$ cat src/hdl/spi_scratch_defines.vh
// constants for the serial scratch and memory pass-through block
`ifndef SPI_SCRATCH_DEFINES_VH
`define SPI_SCRATCH_DEFINES_VH

// ----------------------------------------
// frame command bytes
// ----------------------------------------
`define CMD_STATUS 8'hC8
`define CMD_CHECKSUM 8'hD5
`define CMD_CHECKSUM_SUB 8'h81
`define CMD_MESSAGE 8'hF0
`define DIR_WRITE 8'h20
`define DIR_READ 8'h28
`define OP_READ2_FAMILY 6'h18
`define SHORT_FRAME_LEN 3'h4
`define LONG_FRAME_LEN 3'h7
`define FIRST_ANSWER_IDX 3'h3

// ----------------------------------------
// answer codes
// ----------------------------------------
`define REPLY_IDLE 8'h0F
`define REPLY_READY 8'hF0
`define REPLY_DATA 8'hE2
`define REPLY_ERROR 8'hEE
`define FILL_BYTE 8'hFF
`define CHK_BASE 8'hFF

// ----------------------------------------
// scratch offsets, base holds the upper byte
// ----------------------------------------
`define OFS_INPUT_PEAK 10'h037
`define OFS_FEEDBACK_PEAK 10'h03D
`define OFS_FEEDBACK_MAX 10'h047
`define OFS_FEEDBACK_MIN 10'h049
`define OFS_INPUT_MAX 10'h04B
`define OFS_INPUT_MIN 10'h04D
`define OFS_COST 10'h20D
`define OFS_FEEDBACK_RMS 10'h245
`define OFS_INPUT_RMS 10'h247

// ----------------------------------------
// power meter sample kinds and reset values
// ----------------------------------------
`define KIND_PEAK 2'h0
`define KIND_AVG40 2'h1
`define KIND_RMS 2'h2
`define READOUT_RESET 16'h0000
`define TRACK_LOW_START 16'h8000
`define TRACK_HIGH_START 16'h7FFF

// ----------------------------------------
// measurement timing
// ----------------------------------------
`define CLK_KHZ 50000
`define MEAS_PERIOD_MS 340
`define MEAS_WINDOW_MS 40
`define MEAS_PERIOD_CYCLES (`MEAS_PERIOD_MS * `CLK_KHZ)
`define MEAS_WINDOW_CYCLES (`MEAS_WINDOW_MS * `CLK_KHZ)

`endif

$ cat src/hdl/sample_fifo.v
// small first-in first-out buffer for power meter samples
`timescale 1ns/100ps
module sample_fifo #(
  parameter WIDTH = 19,
  parameter DEPTH = 8,
  parameter AW = 3
) (
  input wire mclk, // system clock
  input wire rst, // async reset, active high
  input wire in_valid, // write offer
  output wire in_ready, // room for a word
  input wire [WIDTH-1:0] in_data, // word written
  output wire out_valid, // word available
  input wire out_ready, // reader takes word
  output wire [WIDTH-1:0] out_data // oldest word
);

  reg [WIDTH-1:0] mem [0:DEPTH-1];
  reg [AW-1:0] wr_ptr;
  reg [AW-1:0] rd_ptr;
  reg [AW:0] count;
  wire do_wr;
  wire do_rd;

  // ----------------------------------------
  // flags
  // ----------------------------------------
  assign in_ready = (count != DEPTH[AW:0]);
  assign out_valid = (count != {(AW+1){1'b0}});
  assign out_data = mem[rd_ptr];
  assign do_wr = in_valid & in_ready;
  assign do_rd = out_valid & out_ready;

  // storage write
  always @(posedge mclk) begin
    if (do_wr) begin
      mem[wr_ptr] <= in_data;
    end
  end

  // pointers and fill count
  always @(posedge mclk or posedge rst) begin
    if (rst) begin
      wr_ptr <= {AW{1'b0}};
      rd_ptr <= {AW{1'b0}};
      count <= {(AW+1){1'b0}};
    end else begin
      if (do_wr) begin
        wr_ptr <= (wr_ptr == DEPTH[AW-1:0] - 1'b1) ? {AW{1'b0}} : wr_ptr + 1'b1;
      end
      if (do_rd) begin
        rd_ptr <= (rd_ptr == DEPTH[AW-1:0] - 1'b1) ? {AW{1'b0}} : rd_ptr + 1'b1;
      end
      if (do_wr & ~do_rd) begin
        count <= count + 1'b1;
      end else if (do_rd & ~do_wr) begin
        count <= count - 1'b1;
      end
    end
  end

endmodule // sample_fifo

$ cat src/hdl/spi_scratch_access.v
// serial scratch message engine with memory pass-through
`include "spi_scratch_defines.vh"
`timescale 1ns/100ps
module spi_scratch_access #(
  parameter [31:0] PERIOD_CYCLES = `MEAS_PERIOD_CYCLES,
  parameter [31:0] WINDOW_CYCLES = `MEAS_WINDOW_CYCLES,
  parameter FIFO_DEPTH = 8
) (
  input wire mclk, // system clock 50 MHz
  input wire rst, // async reset, active high
  input wire sclk, // serial clock from host
  input wire bus_select_low, // host chip select
  input wire mosi, // serial data from host
  output reg miso, // serial data to host
  output reg miso_en_low, // low while miso is driven
  input wire eeprom_passthrough_select, // high routes bus to memory
  input wire device_restart_low, // restart pin
  output reg mem_sclk, // clock to embedded memory
  output reg mem_select_low, // select to embedded memory
  output reg mem_mosi, // data to embedded memory
  input wire mem_miso, // data from embedded memory
  output reg config_reload, // pulse: reload configuration
  output reg adapt_hold, // high during measurement window
  input wire [15:0] cost_value, // linearity cost from adaptation
  input wire sample_valid, // power meter sample offered
  output wire sample_ready, // sample accepted
  input wire sample_path, // 0 input path, 1 feedback path
  input wire [1:0] sample_kind, // peak, 40us average or rms
  input wire [15:0] sample_value // signed sample
);

  localparam [24:0] PERIOD_LAST = PERIOD_CYCLES[24:0] - 25'h1;
  localparam [24:0] WINDOW_LAST = WINDOW_CYCLES[24:0] - 25'h1;

  // pin synchroniser stages: sclk, select, mosi, pass, restart, mem_miso
  reg [5:0] pin_s1;
  reg [5:0] pin_s2;
  reg [5:0] pin_s3;
  wire sclk_s = pin_s2[0];
  wire ssn_s = pin_s2[1];
  wire mosi_s = pin_s2[2];
  wire pass_s = pin_s2[3];
  wire restart_s = pin_s2[4];
  wire mem_miso_s = pin_s2[5];
  wire sclk_rise = pin_s2[0] & ~pin_s3[0];
  wire sclk_fall = ~pin_s2[0] & pin_s3[0];
  wire ssn_rise = pin_s2[1] & ~pin_s3[1];
  wire ssn_fall = ~pin_s2[1] & pin_s3[1];
  reg hold;

  // message engine state
  reg [7:0] frame [0:6];
  reg [2:0] bit_cnt;
  reg [2:0] byte_idx;
  reg [6:0] rx_sh;
  reg [7:0] tx_sh;
  reg [7:0] next_tx;
  reg [7:0] chk_store;
  reg resp_ready;
  reg [7:0] resp_code;
  reg [7:0] resp_addr;
  reg [7:0] resp_msb;
  reg [7:0] resp_lsb;
  wire [7:0] resp_chk;

  // measurement timer and sample stream
  reg [24:0] meas_cnt;
  wire win_first = (meas_cnt == 25'h0);
  wire win_last = (meas_cnt == WINDOW_LAST);
  wire in_window = (meas_cnt < WINDOW_CYCLES[24:0]);
  wire d_valid;
  wire [18:0] d_word;
  wire d_ready = ~(win_first | win_last) & ~hold;
  wire take = d_valid & d_ready;
  wire [127:0] meter_bus;
  wire [143:0] scratch_bus;

  // ----------------------------------------
  // scratch byte decode
  // ----------------------------------------
  function [7:0] scratch_byte;
    input [9:0] a;
    input [143:0] v;
    begin
      case (a)
        `OFS_INPUT_PEAK: scratch_byte = v[143:136];
        `OFS_INPUT_PEAK + 10'h1: scratch_byte = v[135:128];
        `OFS_FEEDBACK_PEAK: scratch_byte = v[127:120];
        `OFS_FEEDBACK_PEAK + 10'h1: scratch_byte = v[119:112];
        `OFS_FEEDBACK_MAX: scratch_byte = v[111:104];
        `OFS_FEEDBACK_MAX + 10'h1: scratch_byte = v[103:96];
        `OFS_FEEDBACK_MIN: scratch_byte = v[95:88];
        `OFS_FEEDBACK_MIN + 10'h1: scratch_byte = v[87:80];
        `OFS_INPUT_MAX: scratch_byte = v[79:72];
        `OFS_INPUT_MAX + 10'h1: scratch_byte = v[71:64];
        `OFS_INPUT_MIN: scratch_byte = v[63:56];
        `OFS_INPUT_MIN + 10'h1: scratch_byte = v[55:48];
        `OFS_COST: scratch_byte = v[47:40];
        `OFS_COST + 10'h1: scratch_byte = v[39:32];
        `OFS_FEEDBACK_RMS: scratch_byte = v[31:24];
        `OFS_FEEDBACK_RMS + 10'h1: scratch_byte = v[23:16];
        `OFS_INPUT_RMS: scratch_byte = v[15:8];
        `OFS_INPUT_RMS + 10'h1: scratch_byte = v[7:0];
        default: scratch_byte = 8'h00;
      endcase
    end
  endfunction

  // ----------------------------------------
  // pin synchronisers and restart
  // ----------------------------------------
  always @(posedge mclk or posedge rst) begin
    if (rst) begin
      pin_s1 <= 6'h12;
      pin_s2 <= 6'h12;
      pin_s3 <= 6'h12;
      hold <= 1'b1;
      config_reload <= 1'b0;
    end else begin
      pin_s1 <= {mem_miso, device_restart_low, eeprom_passthrough_select, mosi, bus_select_low, sclk};
      pin_s2 <= pin_s1;
      pin_s3 <= pin_s2;
      hold <= ~restart_s;
      config_reload <= restart_s & ~pin_s3[4];
    end
  end

  // memory pass-through routing and miso drive
  always @(posedge mclk or posedge rst) begin
    if (rst) begin
      mem_sclk <= 1'b0;
      mem_select_low <= 1'b1;
      mem_mosi <= 1'b0;
      miso <= 1'b1;
      miso_en_low <= 1'b1;
    end else begin
      mem_select_low <= pass_s ? ssn_s : 1'b1;
      mem_sclk <= pass_s & ~ssn_s & sclk_s;
      mem_mosi <= pass_s & mosi_s;
      miso <= pass_s ? mem_miso_s : tx_sh[7];
      miso_en_low <= ssn_s;
    end
  end

  // ----------------------------------------
  // next answer byte
  // ----------------------------------------
  always @* begin
    next_tx = `FILL_BYTE;
    if (byte_idx >= `FIRST_ANSWER_IDX) begin
      case (frame[0])
        `CMD_STATUS: begin
          if (byte_idx == `FIRST_ANSWER_IDX) begin
            next_tx = resp_ready ? `REPLY_READY : `REPLY_IDLE;
          end
        end
        `CMD_CHECKSUM: begin
          if (frame[2] == `DIR_READ && byte_idx == `FIRST_ANSWER_IDX) begin
            next_tx = resp_chk;
          end
        end
        `CMD_MESSAGE: begin
          if (frame[2] == `DIR_READ) begin
            case (byte_idx)
              3'h3: next_tx = resp_code;
              3'h4: next_tx = resp_addr;
              3'h5: next_tx = resp_msb;
              3'h6: next_tx = resp_lsb;
              default: next_tx = `FILL_BYTE;
            endcase
          end
        end
        default: next_tx = `FILL_BYTE;
      endcase
    end
  end

  // write message checksum and response checksum
  wire [9:0] wr_sum = {2'h0, frame[3]} + {2'h0, frame[4]} + {2'h0, frame[5]} + {2'h0, frame[6]};
  wire [7:0] wr_chk = `CHK_BASE - wr_sum[7:0];
  wire [10:0] rsp_sum = {3'h0, `CMD_MESSAGE} + {3'h0, resp_code} + {3'h0, resp_addr}
                        + {3'h0, resp_msb} + {3'h0, resp_lsb};
  assign resp_chk = `CHK_BASE - rsp_sum[7:0];
  wire [9:0] rd_addr = {frame[3][1:0], frame[4]};
  wire frame_ok = ~pass_s & ~hold;
  wire long_wr = (frame[0] == `CMD_MESSAGE) && (frame[2] == `DIR_WRITE)
                 && (byte_idx == `LONG_FRAME_LEN);

  // ----------------------------------------
  // serial shift engine
  // ----------------------------------------
  always @(posedge mclk or posedge rst) begin
    if (rst) begin
      bit_cnt <= 3'h0;
      byte_idx <= 3'h0;
      rx_sh <= 7'h00;
      tx_sh <= `FILL_BYTE;
    end else if (~frame_ok | ssn_s) begin
      bit_cnt <= 3'h0;
      byte_idx <= 3'h0;
      tx_sh <= `FILL_BYTE;
    end else begin
      if (ssn_fall) begin
        tx_sh <= `FILL_BYTE;
      end
      if (sclk_rise) begin
        rx_sh <= {rx_sh[5:0], mosi_s};
        bit_cnt <= bit_cnt + 3'h1;
        if (bit_cnt == 3'h7 && byte_idx != 3'h7) begin
          byte_idx <= byte_idx + 3'h1;
        end
      end
      if (sclk_fall) begin
        tx_sh <= (bit_cnt == 3'h0) ? next_tx : {tx_sh[6:0], 1'b1};
      end
    end
  end

  // received byte capture
  always @(posedge mclk) begin
    if (frame_ok & ~ssn_s & sclk_rise & (bit_cnt == 3'h7) & (byte_idx != 3'h7)) begin
      frame[byte_idx] <= {rx_sh, mosi_s};
    end
  end

  // ----------------------------------------
  // frame completion and responses
  // ----------------------------------------
  always @(posedge mclk or posedge rst) begin
    if (rst) begin
      chk_store <= 8'h00;
      resp_ready <= 1'b0;
      resp_code <= 8'h00;
      resp_addr <= 8'h00;
      resp_msb <= 8'h00;
      resp_lsb <= 8'h00;
    end else if (hold) begin
      chk_store <= 8'h00;
      resp_ready <= 1'b0;
    end else if (ssn_rise & ~pass_s) begin
      if (frame[0] == `CMD_CHECKSUM && frame[1] == `CMD_CHECKSUM_SUB
          && frame[2] == `DIR_WRITE && byte_idx == `SHORT_FRAME_LEN) begin
        chk_store <= frame[3];
      end
      if (long_wr) begin
        resp_ready <= 1'b1;
        resp_addr <= frame[4];
        if (wr_chk == chk_store && frame[3][7:2] == `OP_READ2_FAMILY) begin
          resp_code <= `REPLY_DATA;
          resp_msb <= scratch_byte(rd_addr, scratch_bus);
          resp_lsb <= scratch_byte(rd_addr + 10'h1, scratch_bus);
        end else begin
          resp_code <= `REPLY_ERROR;
          resp_msb <= 8'h00;
          resp_lsb <= 8'h00;
        end
      end
      if (frame[0] == `CMD_MESSAGE && frame[2] == `DIR_READ && byte_idx == `LONG_FRAME_LEN) begin
        resp_ready <= 1'b0;
      end
    end
  end

  // ----------------------------------------
  // measurement timer
  // ----------------------------------------
  always @(posedge mclk or posedge rst) begin
    if (rst) begin
      meas_cnt <= 25'h0;
      adapt_hold <= 1'b0;
    end else if (hold) begin
      meas_cnt <= 25'h0;
      adapt_hold <= 1'b0;
    end else begin
      meas_cnt <= (meas_cnt == PERIOD_LAST) ? 25'h0 : meas_cnt + 25'h1;
      adapt_hold <= in_window;
    end
  end

  // sample buffer between meter and trackers
  sample_fifo #(
    .WIDTH(19),
    .DEPTH(FIFO_DEPTH),
    .AW(3)
  ) u_fifo (
    .mclk(mclk),
    .rst(rst),
    .in_valid(sample_valid),
    .in_ready(sample_ready),
    .in_data({sample_path, sample_kind, sample_value}),
    .out_valid(d_valid),
    .out_ready(d_ready),
    .out_data(d_word)
  );

  // ----------------------------------------
  // per path window trackers
  // ----------------------------------------
  genvar p;
  generate
    for (p = 0; p < 2; p = p + 1) begin : path_g
      reg signed [15:0] trk_peak;
      reg signed [15:0] trk_max;
      reg signed [15:0] trk_min;
      reg signed [15:0] trk_rms;
      reg [15:0] r_peak;
      reg [15:0] r_max;
      reg [15:0] r_min;
      reg [15:0] r_rms;
      wire signed [15:0] v = d_word[15:0];
      wire mine = take & in_window & (d_word[18] == p);
      // track within window, publish at its end
      always @(posedge mclk or posedge rst) begin
        if (rst) begin
          trk_peak <= `TRACK_LOW_START;
          trk_max <= `TRACK_LOW_START;
          trk_min <= `TRACK_HIGH_START;
          trk_rms <= `READOUT_RESET;
          r_peak <= `READOUT_RESET;
          r_max <= `READOUT_RESET;
          r_min <= `READOUT_RESET;
          r_rms <= `READOUT_RESET;
        end else if (hold | win_first) begin
          trk_peak <= `TRACK_LOW_START;
          trk_max <= `TRACK_LOW_START;
          trk_min <= `TRACK_HIGH_START;
        end else if (win_last) begin
          r_peak <= trk_peak;
          r_max <= trk_max;
          r_min <= trk_min;
          r_rms <= trk_rms;
        end else if (mine) begin
          case (d_word[17:16])
            `KIND_PEAK: if (v > trk_peak) trk_peak <= v;
            `KIND_AVG40: begin
              if (v > trk_max) trk_max <= v;
              if (v < trk_min) trk_min <= v;
            end
            `KIND_RMS: trk_rms <= v;
            default: trk_rms <= trk_rms;
          endcase
        end
      end
      assign meter_bus[p*64 +: 64] = {r_peak, r_max, r_min, r_rms};
    end
  endgenerate

  // scratch image, input path is index 0
  assign scratch_bus = {meter_bus[63:48], meter_bus[127:112], meter_bus[111:96], meter_bus[95:80],
                        meter_bus[47:32], meter_bus[31:16], cost_value, meter_bus[79:64], meter_bus[15:0]};

endmodule // spi_scratch_access

$ cat config.mk
export PLATFORM = sky130hd
export DESIGN_NAME = spi_scratch_access
export DESIGN_NICKNAME = d
export VERILOG_FILES = /design/src/hdl/sample_fifo.v /design/src/hdl/spi_scratch_access.v
export VERILOG_INCLUDE_DIRS = /design/src /design/src/hdl
export SDC_FILE = /design/constraint.sdc
export NUM_CORES = 1
export LEC_CHECK = 0
export BUFFER_PORTS_ARGS = -buffer_cell sky130_fd_sc_hd__buf_2
export CAP_MARGIN = 20
export CORE_MARGIN = 2
export CORE_UTILIZATION = 53
export DETAILED_ROUTE_END_ITERATION = 8
export GPL_ROUTABILITY_DRIVEN = 0
export PLACE_DENSITY = 0.69
export REMOVE_ABC_BUFFERS = 1
export SYNTH_ARGS = -nofsm -noshare
export SYNTH_HDL_FRONTEND = slang
export SYNTH_SLANG_ARGS = --single-unit
$ cat constraint.sdc
create_clock -name mclk -period 13.5 [get_ports mclk]
set_clock_uncertainty 0.1 [all_clocks]
set_input_delay 1.35 -clock mclk [delete_from_list [all_inputs] [get_ports mclk]]
set_output_delay 1.35 -clock mclk [all_outputs]
set_load 0.05 [all_outputs]
======== After elaboration in Yosys (flattened, before gate mapping) ========
Memory sizes are Yosys's and may differ from the RTL's.
Cells that the tools add are included.
W data, S select, Z words.
storage, ports and cells
  word-level logic and storage cells ...... 284
  RAM bits ................................ 208
  memories kept ........................... 2
  output and inout bits ................... 8
  register bits after elaboration ......... 378
  bits of input ports ..................... 44
operators by class
  $lt $le $gt $ge ......................... 8
  equal/unequal tests ..................... 59
  reductions and logical operators ........ 45
  mux-type cells .......................... 71
  $add $sub $neg .......................... 17
  bitwise logic cells ..................... 41
memory list
  name        words  bits a word  rd ports  clocked after memory_dff  wr ports  RTL line                 RTL
  u_fifo.mem  8      19           1         0                         1         sample_fifo.v:18         reg [WIDTH-1:0] mem [0:DEPTH-1];
  frame       7      8            7         0                         1         spi_scratch_access.v:52  reg [7:0] frame [0:6];
operators with widths
  kind                     number
  $mux W16                 30
  $pmux W8 S18             2
  $eq A10 B7 Y1 const B    16
  $eq A10 B10 Y1 const B   12
  $mux W8                  14
  $eq A10 B6 Y1 const B    8
  $gt A16 B16 Y1           4
  $mux W25                 2
  $add A8 B8 Y8            6
  $eq A8 B8 Y1 const B     4
  $lt A16 B16 Y1           2
  $pmux W8 S4              1
  $reduce_and A4 Y1        8
  $reduce_bool A2 Y1       15
  $add A25 B1 Y25 const B  1
  $eq A25 B21 Y1 const B   1
  $eq A25 B25 Y1 const B   1
  $logic_not A25 Y1        1
  $lt A25 B21 Y1 const B   1
  $pmux W8 S3              1
  $and A1 B1 Y1            22
  $eq A3 B3 Y1 const B     7
  $mux W3                  7
  $eq A8 B6 Y1 const B     2
  other kinds (26)         73

======== Logic depth before layout (Yosys ltp) ========
  depth in word-level cells ............... 11
  gate-level depth with buffers ........... 15
  depth with buffers taken out ............ 15

======== Hierarchy ========
Synthesis repeated with hierarchy kept, for this count alone.
unflattened totals
  cells, all modules ...................... 2359
  area total of the unflattened synthesis .. 29190.5 um^2
by module, submodules not included
  module              area an instance (um^2)  times used  cells an instance  seq. area each (um^2)
  spi_scratch_access  22636.7                  1           2072               10729.0
  sample_fifo         6553.8                   1           287                4814.6

======== Worst setup path before layout ========
No wires, ideal clock.
  kind .................................... flip-flop to flip-flop
  start ................................... mem frame[4][2]
  end ..................................... reg resp_msb[0]
  arrival time ............................ 4.277 ns
  library setup time ...................... 0.064 ns
  cell stages (with the launch flop) ...... 14
  clock period less this slack ............ 4.441 ns
  path buffers ............................ 2
  slack ................................... 9.059 ns
  data required time ...................... 13.336 ns
  path through ............................ edfxtp_1 clkbuf_1 clkbuf_1 inv_1 fa_1 fa_1 ha_1 xnor2_1 xnor2_1 or4_1 or4_4 a2111oi_4 a21boi_4 a21bo_1
RTL lines
  what                    RTL line                  RTL
  start: declaration      spi_scratch_access.v:52
  end signal: assignment  spi_scratch_access.v:250  resp_msb <= scratch_byte(rd_addr, scratch_bus);
  end: declaration        spi_scratch_access.v:62   reg [7:0] resp_msb;

======== Final worst setup path ========
  start ................................... reg u_fifo.rd_ptr[0]
  end ..................................... reg path_g[0].trk_peak[15]
between the ends
  elaborated cells between the ends (all ways) .. 14
  classes of those cells .................. order compare: 1; mux: 5; bitwise: 2; reduce/logical: 5; memory: 1
RTL lines
  what                          RTL line                  RTL
  start: declaration            sample_fifo.v:20          reg [AW-1:0] rd_ptr;
  start signal: assignment      sample_fifo.v:45          rd_ptr <= {AW{1'b0}};
  start signal: assignment      sample_fifo.v:52          rd_ptr <= (rd_ptr == DEPTH[AW-1:0] - 1'b1) ? {AW{1'b0}} : rd_ptr + 1'b1;
  $mem_v2 Z8 W19                n/a
  via d_word[13]                spi_scratch_access.v:72   wire [18:0] d_word;
  $gt A16 B16 Y1                spi_scratch_access.v:334  `KIND_PEAK: if (v > trk_peak) trk_peak <= v;
  $reduce_bool A2 Y1 (no line)  n/a
  $reduce_and A4 Y1 (no line)   n/a
  end signal: assignment        spi_scratch_access.v:315  trk_peak <= `TRACK_LOW_START;
  end signal: assignment        spi_scratch_access.v:324  trk_peak <= `TRACK_LOW_START;
  end signal: assignment        spi_scratch_access.v:334
  end: declaration              spi_scratch_access.v:302  reg signed [15:0] trk_peak;
The timed path passes the listed nets, and every way through them passes these cells. The select of a mux whose other input is x is not followed.
A chain may end at the register's enable or synchronous reset.

==> results.txt <==
Outcome -> completed
Gate Count Post-Synth -> 2402
Synthesized area per cell -> 12.1 um2
Slowest stage delay, CP -> 0.88 ns
Core area -> 0.0540 mm2
Ports -> 52
Mux contribution to synthesized area -> 0.135
Post-synth EDFFs -> 208
CP max FO -> 22
Share of layout cells above drive strength 1 -> 0.205
Top delay family on crit path -> multiplexers
Leakage power -> 13.5 nW
Post-route clock period utilization -> 0.374
Compound-Gate Fraction of Synth Area -> 0.0980
Unrepaired setup endpoints after global routing -> false
Netlist Area Pre-Place -> 0.0290 mm2
Die area -> 0.0566 mm2
Minimum clock period -> 5.04 ns
Fin cells -> 3201
Maximum vdd drop -> 0.118 mV
Largest net degree at the start of global routing -> 102
Top cells by area, synth -> dfrtp_1, edfxtp_1, mux2_2
Worst EP required -> 13.95 ns
Port buffer count -> 51
Tot GR Track Use -> 0.273
Max-Cap Viols -> 0
Vias in the first global route -> 20000
Worst skew pair latency -> 0.65 ns
CTS max path bufs -> 3
DR iter-0 viols -> 2190
XOR/XNOR Fraction of Synth Area -> 0.0166
Layout area overhead -> 10.9%
Cell Pwr Density -> 166 mW/mm2
Fraction of registers with async set/reset -> 0.640
Max Clock Freq -> 198 MHz
Synth Area in Adders -> 0.0761
Dominant register cell in the synthesized netlist -> dfrtp_1
Final ANT Viol Nets -> 0
Fin nets -> 2659
Vias -> 19900
Initial antenna violation count -> 0
Die extent in x -> 238 um
First-pass GRT wire length -> 118000 um
Slew Limit Headroom -> 0.259
Antenna diode count -> 0
Rows -> 85
TNS Setup -> 0 ns
Dpl hpwl -> 52900 um
CTS tree -> done
Simple-Gate Fraction of Synth Area -> 0.0976
Crit path top cell by count -> mux2_2
TritonCTS buffer count -> 59
Root Buffer -> clkbuf_16
Pre-Repair DR Iteration Count -> 7
Setup CP Type -> register to register
Arrival time at the worst endpoint -> 5.49 ns
Commonest non-fill, non-tap cells in the layout -> dfrtp_1, edfxtp_1, inv_1
Largest family of logic cells by synthesized area -> multiplexers
Fillers -> 4294
Highest-delay cell along the critical path -> o2111a_1
Final setup viols -> 0
GRT overflow -> 0
Final Slew Violations -> 0
Post-CTS resize count -> 0
Mean routed wirelength per cell -> 23.7 um
Top cell type's share of synthesized area -> 0.274
CP bufs+invs -> 1
Initial Utilization -> 0.537
Vias per cell -> 6.22
Register area share after synthesis -> 0.536
Worst-path cell chain -> buf_4, mux4_2, mux2_2, ha_1, nand4_1, nor3_1, o21ai_0, a21oi_1, nand4b_1, o2111a_1, mux2_2
Clock Sinks -> 577
Hold crit path type -> register to register
Cells after DPL -> 3087
Yosys top cell by area -> dfrtp_1
YS warnings -> 0
Startpoint types -> register
Cell variety after synth -> 85
Die height -> 238 um
DRC violations left -> 0
Post-CTS Setup Inserts -> 0
CTS H-Tree Depth -> 2
CTS clk-pin slew, worst paths -> 0.06 ns
Hold-fix buffers at CTS -> 0
Critical path capture point type -> register
Fin. Hold Viols -> 0
Worst-margin pin slew -> 1.10 ns
Final wirelength -> 75900 um
Flops & latches, synth -> 577
Commonest non-fill, non-tap cell in the layout -> dfrtp_1
[synth_stat cells, types with 29 or more instances]
| library cell | n |
|---|---|
| dfstp_2 | 51 |
| nor2_1 | 149 |
| nand2_1 | 189 |
| mux2i_1 | 94 |
| mux4_2 | 38 |
| clkbuf_1 | 86 |
| a211oi_1 | 29 |
| o21ai_0 | 66 |
| mux2_2 | 187 |
| a22oi_1 | 72 |
| inv_1 | 200 |
| ha_1 | 135 |
| dfrtp_1 | 318 |
| edfxtp_1 | 208 |
| a21oi_1 | 56 |
| nand4_1 | 34 |
| nand3_1 | 34 |
| xnor2_1 | 34 |
| nor3_1 | 46 |
[layout make-up]
class | instances | area, um2 | area share
inverter | 200 | 758 | 0.0236
clock buffer | 83 | 1730 | 0.0538
sequential | 577 | 15500 | 0.483
tap | 696 | 871 | 0.0271
multi-input combinational | 1517 | 12400 | 0.385
clock inverter | 29 | 282 | 0.00875
timing repair buffer | 99 | 613 | 0.0190
[flip-flops by register name, summed over array words and instances (netlist names), 4 cells and up]
name,flops
chk_store,8
frame,56
meas_cnt,25
path_g.r_max,32
path_g.r_min,32
path_g.r_peak,32
path_g.r_rms,32
path_g.trk_max,32
path_g.trk_min,32
path_g.trk_peak,32
path_g.trk_rms,32
pin_s1,6
pin_s2,6
resp_addr,8
resp_lsb,8
resp_msb,8
rx_sh,7
tx_sh,8
u_fifo.count,4
u_fifo.mem,152
[layer usage]
| layer | part of all wire | up-vias | global-route usage |
|---|---|---|---|
| met5 | 0 | - | 0 |
| met3 | 0.076 | 248 | 0.0506 |
| li1 | - | 8866 | - |
| met1 | 0.42 | 9959 | 0.379 |
| met4 | 0.048 | 0 | 0.116 |
| met2 | 0.45 | 840 | 0.425 |
[final timing paths]
path | from | end | slack, ns | cells after the start
min in group asynchronous | rst | meas_cnt[6]$_DFF_PP0_ | 0.75 | 2
hold reg to reg | pin_s1[0]$_DFF_PP0_ | pin_s2[0]$_DFF_PP0_ | 0.25 | 0
setup reg to reg | u_fifo.rd_ptr[0]$_DFFE_PP0P_ | path_g[0].trk_peak[15]$_DFFE_PP1P_ | 8.46 | 11
hold / removal | pin_s1[0]$_DFF_PP0_ | pin_s2[0]$_DFF_PP0_ | 0.25 | 0
max in group asynchronous | rst | path_g[1].trk_rms[4]$_DFFE_PP0P_ | 9.38 | 5
setup / recovery | u_fifo.rd_ptr[0]$_DFFE_PP0P_ | path_g[0].trk_peak[15]$_DFFE_PP1P_ | 8.46 | 11
[worst register-to-register path: cells and delay by family, from the launching register on]
kind / cells / cell delay [ns]
AO/OA/AOI/OAI: 3 / 1.17
multiplexers: 3 / 1.49
flip-flops: 1 / 0.75
buffers and inverters: 1 / 0.51
AND/OR/NAND/NOR: 3 / 0.51
adder cells (fa/ha/maj): 1 / 0.40
[per-stage QoR]
stage	utilization	hold WS, ns	area (um2)	power, mW	setup WS [ns]
finish	0.596	0.250	32200	5.35	8.46
global route	0.596	0.257	32200	5.62	8.12
CTS	0.595	0.255	32200	5.37	8.39
detailed placement	0.558	0.240	30200	3.72	8.41
global placement	0.558	0.239	30100	3.65	8.53
floorplan	-	0.231	28600	3.16	1.89
[report_power, final]
| part | leakage, nW | switching (mW) | internal, mW |
|---|---|---|---|
| Combinational | 5.83 | 0.975 | 0.603 |
| Clock | 0.987 | 0.712 | 0.944 |
| Sequential | 6.68 | 0.123 | 2.00 |
[kinds of logic after synthesis]
kind of cell | after synthesis
AOI/OAI and AO/OA | 400
xor gates and xnor gates | 55
adders and majority gates | 161
buffers and inverters | 308
DFF | 577
muxes | 320
and+or+nand+nor | 581
No activity file was read; power rests on OpenSTA's default activity.
